`config.mk`:
```
export PLATFORM = sky130hd
export DESIGN_NAME = ishu_top
export DESIGN_NICKNAME = d
export VERILOG_FILES = /design/src/logic/ishu_pkg.sv /design/src/logic/ishu_shift_core.sv /design/src/logic/ishu_cond_field.sv /design/src/logic/ishu_top.sv
export VERILOG_INCLUDE_DIRS = /design/src /design/src/logic
export SDC_FILE = /design/constraint.sdc
export NUM_CORES = 1
export LEC_CHECK = 0
export BUFFER_PORTS_ARGS = -buffer_cell sky130_fd_sc_hd__buf_2
export CAP_MARGIN = 20
export CORE_UTILIZATION = 40
export CTS_CLUSTER_DIAMETER = 120
export DETAILED_ROUTE_END_ITERATION = 12
export PLACE_DENSITY = 0.59
export SLEW_MARGIN = 20
export SYNTH_ARGS = -nofsm -noshare
export SYNTH_HDL_FRONTEND = slang
export SYNTH_SLANG_ARGS = --single-unit
export TNS_END_PERCENT = 10
```
`constraint.sdc`:
```
create_clock -name hclk -period 5 [get_ports hclk]
set_clock_uncertainty 0.05 [all_clocks]
set_input_delay 0 -clock hclk [delete_from_list [all_inputs] [get_ports hclk]]
set_output_delay 0 -clock hclk [all_outputs]
set_load 0.02 [all_outputs]
```
`src/logic/ishu_cfg.svh`:
```
// Register offsets, field positions and reset values of the integer shift unit.
`ifndef ISHU_CFG_SVH
`define ISHU_CFG_SVH
`define ISHU_OFS_CTRL     8'h00
`define ISHU_OFS_SRC      8'h04
`define ISHU_OFS_AMT      8'h08
`define ISHU_OFS_RESULT   8'h0c
`define ISHU_OFS_FLAGS    8'h10
`define ISHU_OFS_STATUS   8'h14
`define ISHU_CTRL_OP_LSB  0
`define ISHU_CTRL_OP_MSB  1
`define ISHU_CTRL_REC_BIT 2
`define ISHU_CTRL_IMM_LSB 8
`define ISHU_CTRL_IMM_MSB 12
`define ISHU_CTRL_GO_BIT  31
`define ISHU_FLG_CA_BIT   0
`define ISHU_FLG_SO_BIT   1
`define ISHU_FLG_CR_LSB   4
`define ISHU_FLG_CR_MSB   7
`define ISHU_STS_DONE_BIT 0
`define ISHU_STS_BUSY_BIT 1
`define ISHU_AMT_BIG_BIT  5
`define ISHU_CR_LT_BIT    3
`define ISHU_CR_GT_BIT    2
`define ISHU_CR_EQ_BIT    1
`define ISHU_CR_SO_BIT    0
`define ISHU_RST_WORD     32'h0000_0000
`define ISHU_RST_CR       4'h0
`define ISHU_RST_IMM      5'h00
`define ISHU_HSIZE_WORD   3'b010
`endif

```
`src/logic/ishu_pkg.sv`:
```
// Types shared by the integer shift unit files.
package ishu_pkg;
  typedef logic [31:0] ishu_word_t;
  typedef enum logic [1:0] {
    OP_SHL_LOG     = 2'b00,
    OP_SHR_LOG     = 2'b01,
    OP_SHR_ALG_IMM = 2'b10,
    OP_SHR_ALG_REG = 2'b11
  } ishu_op_t;
  typedef enum logic [1:0] {
    BUS_IDLE    = 2'b00,
    BUS_WRITE   = 2'b01,
    BUS_RD_WAIT = 2'b10,
    BUS_RD_DONE = 2'b11
  } ishu_bus_state_t;
endpackage : ishu_pkg

```
`src/logic/ishu_shift_core.sv`:
```
// Combinational barrel shifter with algebraic carry detection.
`timescale 1ns/1ps
module ishu_shift_core #(
  parameter int W  = 32,
  parameter int SW = 5
) (
  // Operation.
  input  wire ishu_pkg::ishu_op_t op,
  input  wire logic [W-1:0]       source_reg,
  input  wire logic [SW:0]        amount,
  input  wire logic [SW-1:0]      imm,
  // Result.
  output logic      [W-1:0]       result,
  output logic                    carry,
  output logic                    carry_upd
);
  function automatic logic [W-1:0] ishu_rev(input logic [W-1:0] v);
    logic [W-1:0] r;
    r = '0;
    for (int k = 0; k < W; k++) begin
      r[k] = v[W-1-k];
    end
    return r;
  endfunction : ishu_rev

  logic            left;
  logic            arith;
  logic            big;
  logic            fill;
  logic [SW-1:0]   n;
  logic [W-1:0]    stage [SW+1];
  logic [W-1:0]    shifted;
  logic [W-1:0]    lost_mask;

  assign left     = (op == ishu_pkg::OP_SHL_LOG);
  assign arith    = (op == ishu_pkg::OP_SHR_ALG_IMM) || (op == ishu_pkg::OP_SHR_ALG_REG);
  assign big      = (op == ishu_pkg::OP_SHR_ALG_IMM) ? 1'b0 : amount[SW]; // RQ2 RQ8
  assign n        = (op == ishu_pkg::OP_SHR_ALG_IMM) ? imm : amount[SW-1:0]; // RQ4 RQ7
  assign fill     = arith & source_reg[W-1]; // RQ9
  assign stage[0] = left ? ishu_rev(source_reg) : source_reg; // RQ1

  genvar i;
  generate
    for (i = 0; i < SW; i++) begin : g_stage
      localparam int S = 1 << i;
      assign stage[i+1] = n[i] ? {{S{fill}}, stage[i][W-1:S]} : stage[i]; // RQ3
    end
  endgenerate

  assign shifted   = left ? ishu_rev(stage[SW]) : stage[SW];
  assign result    = big ? {W{fill}} : shifted; // RQ2 RQ8
  assign lost_mask = ~({W{1'b1}} << n);
  assign carry     = fill & (big | (|(source_reg & lost_mask))); // RQ5 RQ6 RQ7
  assign carry_upd = arith; // RQ11
endmodule : ishu_shift_core

```
`src/logic/ishu_cond_field.sv`:
```
// Condition field from a result value and the summary overflow bit.
`timescale 1ns/1ps
`include "ishu_cfg.svh"
module ishu_cond_field #(
  parameter int W = 32
) (
  // Inputs.
  input  wire logic [W-1:0] value,
  input  wire logic         so,
  // Field.
  output logic      [3:0]   field
);
  always_comb begin
    field                   = 4'h0;
    field[`ISHU_CR_LT_BIT] = value[W-1]; // RQ10
    field[`ISHU_CR_GT_BIT] = ~value[W-1] & (|value);
    field[`ISHU_CR_EQ_BIT] = ~(|value);
    field[`ISHU_CR_SO_BIT] = so;
  end
endmodule : ishu_cond_field

```
`src/logic/ishu_top.sv`:
```
// Integer shift unit with its AHB-Lite register slave.
// Operation
// [RQ1] Logical left shift by amount bits five to zero, zero fill from the right.
// [RQ2] Logical shifts give all zeros when amount bit five is set.
// [RQ3] Logical right shift by amount bits five to zero, zero fill from the left.
// [RQ4] Immediate algebraic right shift by the immediate field, sign extended result.
// [RQ5] Algebraic shifts set carry only if source negative and ones shifted out.
// [RQ6] Zero immediate copies source unchanged and clears carry.
// [RQ7] Register algebraic shift uses amount bits five to zero; zero copies, clears carry.
// [RQ8] Register algebraic shift with amount bit five set gives all sign bits.
// [RQ9] Register algebraic shift otherwise fills vacated high bits with sign.
// [RQ10] Recording forms update condition field zero from the written result.
// [RQ11] Logical shifts leave carry unchanged; only algebraic shifts modify it.
`timescale 1ns/1ps
`include "ishu_cfg.svh"
module ishu_top (
  // Clock, reset and clock enable.
  input  wire logic        hclk,
  input  wire logic        hresetn,
  input  wire logic        hce,
  // AHB-Lite slave.
  input  wire logic        hsel,
  input  wire logic [31:0] haddr,
  input  wire logic [1:0]  htrans,
  input  wire logic        hwrite,
  input  wire logic [2:0]  hsize,
  input  wire logic [31:0] hwdata,
  input  wire logic        hready,
  output logic             hreadyout,
  output logic             hresp,
  output logic      [31:0] hrdata,
  // Results.
  output logic      [31:0] dest_reg,
  output logic             carry_flag,
  output logic      [3:0]  condition_field_zero,
  output logic             done
);
  ishu_pkg::ishu_bus_state_t state_q;
  logic [7:0]          addr_q;
  logic                size_ok_q;
  logic [31:0]         hrdata_q;
  ishu_pkg::ishu_op_t  op_q;
  logic                rec_q;
  logic [4:0]          imm_q;
  ishu_pkg::ishu_word_t src_q;
  ishu_pkg::ishu_word_t amt_q;
  ishu_pkg::ishu_word_t result_q;
  logic                carry_q;
  logic                so_q;
  logic [3:0]          cr0_q;
  logic                done_q;
  logic                exec_q;
  logic                addr_phase;
  logic                wr_en;
  logic                wr_ctrl;
  logic                wr_src;
  logic                wr_amt;
  logic                wr_flags;
  logic                go;
  logic                exec;
  ishu_pkg::ishu_word_t core_result;
  logic                core_carry;
  logic                core_carry_upd;
  logic [3:0]          core_cr;

  function automatic logic [31:0] ishu_read(input logic [7:0] a);
    logic [31:0] r;
    r = 32'h0000_0000;
    unique case (a)
      `ISHU_OFS_CTRL: begin
        r[`ISHU_CTRL_OP_MSB:`ISHU_CTRL_OP_LSB]   = op_q;
        r[`ISHU_CTRL_REC_BIT]                    = rec_q;
        r[`ISHU_CTRL_IMM_MSB:`ISHU_CTRL_IMM_LSB] = imm_q;
      end
      `ISHU_OFS_SRC:    r = src_q;
      `ISHU_OFS_AMT:    r = amt_q;
      `ISHU_OFS_RESULT: r = result_q;
      `ISHU_OFS_FLAGS: begin
        r[`ISHU_FLG_CA_BIT]                  = carry_q;
        r[`ISHU_FLG_SO_BIT]                  = so_q;
        r[`ISHU_FLG_CR_MSB:`ISHU_FLG_CR_LSB] = cr0_q;
      end
      `ISHU_OFS_STATUS: begin
        r[`ISHU_STS_DONE_BIT] = done_q;
        r[`ISHU_STS_BUSY_BIT] = exec_q;
      end
      default: r = 32'h0000_0000;
    endcase
    return r;
  endfunction : ishu_read

  // Bus phase tracking; reads take one wait state so read data come from a register.
  assign addr_phase = hsel && hready && htrans[1];
  assign hreadyout  = (state_q != ishu_pkg::BUS_RD_WAIT);
  assign hresp      = 1'b0;
  assign hrdata     = hrdata_q;

  always_ff @(posedge hclk or negedge hresetn) begin
    if (!hresetn) begin
      state_q   <= ishu_pkg::BUS_IDLE;
      addr_q    <= 8'h00;
      size_ok_q <= 1'b0;
    end else if (hce) begin
      unique case (state_q)
        ishu_pkg::BUS_RD_WAIT: begin
          state_q <= ishu_pkg::BUS_RD_DONE;
        end
        ishu_pkg::BUS_IDLE, ishu_pkg::BUS_WRITE, ishu_pkg::BUS_RD_DONE: begin
          if (addr_phase) begin
            state_q   <= hwrite ? ishu_pkg::BUS_WRITE : ishu_pkg::BUS_RD_WAIT;
            addr_q    <= haddr[7:0];
            size_ok_q <= (hsize == `ISHU_HSIZE_WORD);
          end else begin
            state_q <= ishu_pkg::BUS_IDLE;
          end
        end
      endcase
    end
  end

  always_ff @(posedge hclk or negedge hresetn) begin
    if (!hresetn) begin
      hrdata_q <= `ISHU_RST_WORD;
    end else if (hce && (state_q == ishu_pkg::BUS_RD_WAIT)) begin
      hrdata_q <= ishu_read(addr_q);
    end
  end

  // Write strobes in the data phase.
  assign wr_en    = hce && (state_q == ishu_pkg::BUS_WRITE) && size_ok_q;
  assign wr_ctrl  = wr_en && (addr_q == `ISHU_OFS_CTRL);
  assign wr_src   = wr_en && (addr_q == `ISHU_OFS_SRC);
  assign wr_amt   = wr_en && (addr_q == `ISHU_OFS_AMT);
  assign wr_flags = wr_en && (addr_q == `ISHU_OFS_FLAGS);
  assign go       = wr_ctrl && hwdata[`ISHU_CTRL_GO_BIT];
  assign exec     = exec_q && hce;

  always_ff @(posedge hclk or negedge hresetn) begin
    if (!hresetn) begin
      op_q  <= ishu_pkg::OP_SHL_LOG;
      rec_q <= 1'b0;
      imm_q <= `ISHU_RST_IMM;
    end else if (wr_ctrl) begin
      op_q  <= ishu_pkg::ishu_op_t'(hwdata[`ISHU_CTRL_OP_MSB:`ISHU_CTRL_OP_LSB]);
      rec_q <= hwdata[`ISHU_CTRL_REC_BIT];
      imm_q <= hwdata[`ISHU_CTRL_IMM_MSB:`ISHU_CTRL_IMM_LSB];
    end
  end

  always_ff @(posedge hclk or negedge hresetn) begin
    if (!hresetn) begin
      src_q <= `ISHU_RST_WORD;
      amt_q <= `ISHU_RST_WORD;
    end else begin
      if (wr_src) begin
        src_q <= hwdata;
      end
      if (wr_amt) begin
        amt_q <= hwdata;
      end
    end
  end

  // Execution runs one cycle after the start bit is written.
  always_ff @(posedge hclk or negedge hresetn) begin
    if (!hresetn) begin
      exec_q <= 1'b0;
    end else if (hce) begin
      exec_q <= go;
    end
  end

  ishu_shift_core #(
    .W  (32),
    .SW (5)
  ) u_core (
    .op         (op_q),
    .source_reg (src_q),
    .amount     (amt_q[`ISHU_AMT_BIG_BIT:0]),
    .imm        (imm_q),
    .result     (core_result),
    .carry      (core_carry),
    .carry_upd  (core_carry_upd)
  );

  ishu_cond_field #(
    .W (32)
  ) u_cond (
    .value (core_result),
    .so    (so_q),
    .field (core_cr)
  );

  always_ff @(posedge hclk or negedge hresetn) begin
    if (!hresetn) begin
      result_q <= `ISHU_RST_WORD;
    end else if (exec) begin
      result_q <= core_result; // RQ1 RQ2 RQ3 RQ4 RQ6 RQ7 RQ8 RQ9
    end
  end

  // Hardware updates win over a software write in the same cycle.
  always_ff @(posedge hclk or negedge hresetn) begin
    if (!hresetn) begin
      carry_q <= 1'b0;
    end else if (exec && core_carry_upd) begin
      carry_q <= core_carry; // RQ5 RQ11
    end else if (wr_flags) begin
      carry_q <= hwdata[`ISHU_FLG_CA_BIT];
    end
  end

  always_ff @(posedge hclk or negedge hresetn) begin
    if (!hresetn) begin
      so_q <= 1'b0;
    end else if (wr_flags) begin
      so_q <= hwdata[`ISHU_FLG_SO_BIT];
    end
  end

  always_ff @(posedge hclk or negedge hresetn) begin
    if (!hresetn) begin
      cr0_q <= `ISHU_RST_CR;
    end else if (exec && rec_q) begin
      cr0_q <= core_cr; // RQ10
    end else if (wr_flags) begin
      cr0_q <= hwdata[`ISHU_FLG_CR_MSB:`ISHU_FLG_CR_LSB];
    end
  end

  always_ff @(posedge hclk or negedge hresetn) begin
    if (!hresetn) begin
      done_q <= 1'b0;
    end else if (exec) begin
      done_q <= 1'b1;
    end else if (go) begin
      done_q <= 1'b0;
    end
  end

  assign dest_reg             = result_q;
  assign carry_flag           = carry_q;
  assign condition_field_zero = cr0_q;
  assign done                 = done_q;

  // Reference values for the checks below.
  ishu_pkg::ishu_word_t exp_shl;
  ishu_pkg::ishu_word_t exp_shr;
  ishu_pkg::ishu_word_t exp_alg_imm;
  ishu_pkg::ishu_word_t exp_alg_reg;
  logic                 exp_lost_imm;
  logic                 src_sign;

  assign exp_shl      = src_q << amt_q[4:0];
  assign exp_shr      = src_q >> amt_q[4:0];
  assign exp_alg_imm  = $signed(src_q) >>> imm_q;
  assign exp_alg_reg  = $signed(src_q) >>> amt_q[4:0];
  assign exp_lost_imm = |(src_q & ~(32'hffff_ffff << imm_q));
  assign src_sign     = src_q[31];
endmodule : ishu_top

```
==> results.sh <==
export IMPL_drive_gt1_share_pct=24.2
export IMPL_cts_sinks=155
export IMPL_worstMarginPinSlew_ps=989
export IMPL_seq_power_share_pct=41.1
export IMPL_final_period_utilization_pct=85.3
export IMPL_grt_max_degree=101
export IMPL_vias=10400
export IMPL_syn_avg_cell_area_um2=9.14
export IMPL_hold_viol=0
export IMPL_via_per_inst=6.38
export IMPL_setup_slack_ps=734
export IMPL_synthXorXnorAreaFrac_pct=0
export IMPL_drc=0
export IMPL_cellPowerDensity_mw_per_mm2=265
export IMPL_synth_distinct_cells=74
export IMPL_pre_cts_slack_ps=905
export IMPL_cts_buffer_depth=2
export IMPL_p_comb_share_pct=17.0
export IMPL_ant_nets=0
export IMPL_port_buffers=120
export IMPL_clock_latency_ps=420
export IMPL_dieArea_mm2=0.0270
export IMPL_synth_simple_area_share_pct=14.3
export IMPL_nets=1357
export IMPL_synth_top_area_cell="dfrtp_1"
export IMPL_holdWs_ps=183
export IMPL_rsz0062_at_grt="no"
export IMPL_grt_pass1_wl_um=62700
export IMPL_wire_per_inst_um=26.0
export IMPL_core_area_mm2=0.0260
export IMPL_async_flop_share_pct=100
export IMPL_setup_viol=0
export IMPL_synth_fa_ha_area_share_pct=0
export IMPL_maxCapViolCount=0
export IMPL_path_class="reg -> reg"
export IMPL_r2r_slack_ps=730
export IMPL_end_kind="flip-flop"
export IMPL_htree_levels=4
export IMPL_utilization_pct=48.4
export IMPL_cp_arrival_ps=4490
export IMPL_leakage_uw=0.00555
export IMPL_routed_wl_um=42400
export IMPL_drtIter0Drc=1245
export IMPL_final_max_slew_violation_count=0
export IMPL_synth_area_leaders="dfrtp_1, mux2_2, mux2i_1, o21ai_0, nand2_1"
export IMPL_die_w_um=164
export IMPL_p_switching_uw=1000
export IMPL_grt_pass1_vias=9595
export IMPL_start_util_pct=40.6
export IMPL_chipHeight_um=164
export IMPL_antennaDiodeCount=0
export IMPL_worst_hold_path_type="in -> async"
export IMPL_grtUsageTotal_pct=31.6
export IMPL_reg2reg_depth=11
export IMPL_cp_required_ps=5230
export IMPL_muxShareOfSynthArea_pct=18.0
export IMPL_p_total_uw=3340
export IMPL_dp_hpwl_um=31600
export IMPL_synth_compound_area_share_pct=25.9
export IMPL_synthFlopType="dfrtp_1"
export IMPL_grt_overflow_total=0
export IMPL_cts_root_buf="clkbuf_16"
export IMPL_tns_ps=0
export IMPL_crit_start="op_q[0]$_DFFE_PN0P_"
export IMPL_clkTransAtPathRegs_ps=70
export IMPL_cp_start_kind="flip-flop"
export IMPL_synth_seq_cells=155
export IMPL_io_pins=147
export IMPL_synth_top_area_share_pct=36.8
export IMPL_yosysSeqAreaShare_pct=36.8
export IMPL_synth_yosys_warnings=0
export IMPL_synthToLayoutAreaGrowth_pct=19.3
export IMPL_syn_area_mm2=0.0105
export IMPL_ir_worst_vdd_v=0.000202
export IMPL_synth_edf_count=0
export IMPL_cts_resized=0
export IMPL_clockPowerShare_pct=41.9
export IMPL_cp_max_fo=24
export IMPL_timing_rr_start="op_q[0]$_DFFE_PN0P_"
export IMPL_synthCells=1154
export IMPL_num_rows=59
export IMPL_syn_num_nets=1229
export IMPL_outcome="completed"
export IMPL_place_congestion=0.959
export IMPL_fmax_ghz=0.234
export IMPL_synth_top_family_by_area="compound AO/OA/AOI/OAI gates"
export IMPL_grt_antenna_before_repair=0
export IMPL_sw_frac_of_total_pct=30.1
export IMPL_cts_tree="built"
export IMPL_period_needed_ps=4270
export IMPL_max_slew_margin_rel_pct=33.9
export IMPL_numCtsBuffers=17
export IMPL_first_pass_iters=6
export IMPL_p_int_uw=2330
-- power groups by stage --
stage / combinational [uW] / sequential [uW] / clock [uW]
CTS: 556 / 1370 / 1420
finish: 567 / 1370 / 1400
floorplan: 343 / 1360 / 0
global route: 610 / 1380 / 1480
global placement: 521 / 1390 / 0
detailed placement: 521 / 1390 / 0
-- cells in the mapped netlist, types with 19 or more instances --
| cell type | instances |
|---|---|
| a22o_1 | 27 |
| a211oi_1 | 23 |
| clkbuf_1 | 57 |
| nand3_1 | 40 |
| nand2_1 | 120 |
| mux2i_1 | 69 |
| dfrtp_1 | 155 |
| a22oi_1 | 39 |
| mux2_2 | 95 |
| a21oi_1 | 54 |
| nor2_1 | 76 |
| o22ai_1 | 19 |
| o21ai_0 | 101 |
| nor3_1 | 20 |
-- final timing paths --
path	endpoint
setup / recovery	dest_reg[22]$_DFFE_PN0P_
hold / removal	addr_q[6]$_DFFE_PN0P_
setup reg to reg	dest_reg[22]$_DFFE_PN0P_
hold reg to reg	hrdata[0]$_DFFE_PN0P_
max in group asynchronous	src_q[19]$_DFFE_PN0P_
min in group hclk	addr_q[3]$_DFFE_PN0P_
-- layout make-up --
type                       count  area [um2]
clock buffer                  18         439
timing repair buffer         211        1460
multi-input combinational    889        6160
sequential                   155        3880
clock inverter                14         199
fill                        2506       13400
tap                          335         419
inverter                       8        30.0
-- what timing repair did --
item	4_1_cts	5_1_grt
hold endpoints to repair	189	0
hold buffers	50	0
setup buffers	0	0
setup endpoints to repair	0	0
-- layer usage --
| metal | vias to the layer above | track usage [%] | part of all wire [%] |
|---|---|---|---|
| met5 | - | 0 | 0 |
| met4 | 0 | 10.9 | 3.4 |
| met3 | 83 | 4.87 | 7.4 |
| met2 | 510 | 48.8 | 44 |
| met1 | 5138 | 45.0 | 45 |
| li1 | 4668 | - | - |
-- cells by family (layout without fill, tap and decap cells) --
logic type	after synthesis	count (layout)
AOI/OAI and AO/OA	395	395
buffers and inverters	110	251
DFF	155	155
muxes	171	171
other	1	1
and+or+nand+nor	322	322
-- critical path, cell delays in order (launching register included) --
cell and delay [ps]:
dfrtp_1 570, nand2b_1 250, buf_4 250, a21oi_4 550, buf_4 310, a21oi_1 90
a21oi_1 450, o21ai_0 330, o211ai_1 430, nand2_1 90, a31oi_1 570, o21ai_0 150
-- per-stage QoR --
stage | instance area [um2] | instances
2_1_floorplan | 10500 | 1154
3_3_place_gp | 11400 | 1547
3_5_place_dp | 11400 | 1547
4_1_cts | 12600 | 1629
5_1_grt | 12600 | 1630
6_report | 12600 | 1630
-- layout by cell type (no fill, tap or decap), types with 4 or more instances in the layout --
| master | instances |
|---|---|
| nand2b_1 | 7 |
| inv_8 | 4 |
| o31ai_1 | 11 |
| dlygate4sd3_1 | 50 |
| buf_2 | 119 |
| nand3_1 | 40 |
| clkbuf_16 | 17 |
| mux2_2 | 95 |
| a32oi_1 | 4 |
| a21oi_1 | 54 |
| a31oi_1 | 14 |
| a21o_1 | 5 |
| and3_1 | 4 |
| o21a_1 | 12 |
| nand2_1 | 119 |
| inv_1 | 8 |
| a2111oi_0 | 12 |
| buf_4 | 38 |
| nor4_1 | 8 |
| mux2i_1 | 69 |
| a22o_1 | 27 |
| and2_1 | 7 |
| a222oi_1 | 6 |
| o221ai_1 | 5 |
| nor3_1 | 19 |
| dfrtp_1 | 155 |
| a211oi_1 | 23 |
| a22oi_1 | 39 |
| o21ai_0 | 101 |
| o22ai_1 | 19 |
| a221oi_1 | 16 |
| mux4_2 | 5 |
| o211ai_1 | 9 |
| a2111oi_1 | 5 |
| nor3b_1 | 11 |
| nor2_1 | 74 |
Power figures use the tool's default switching activity.
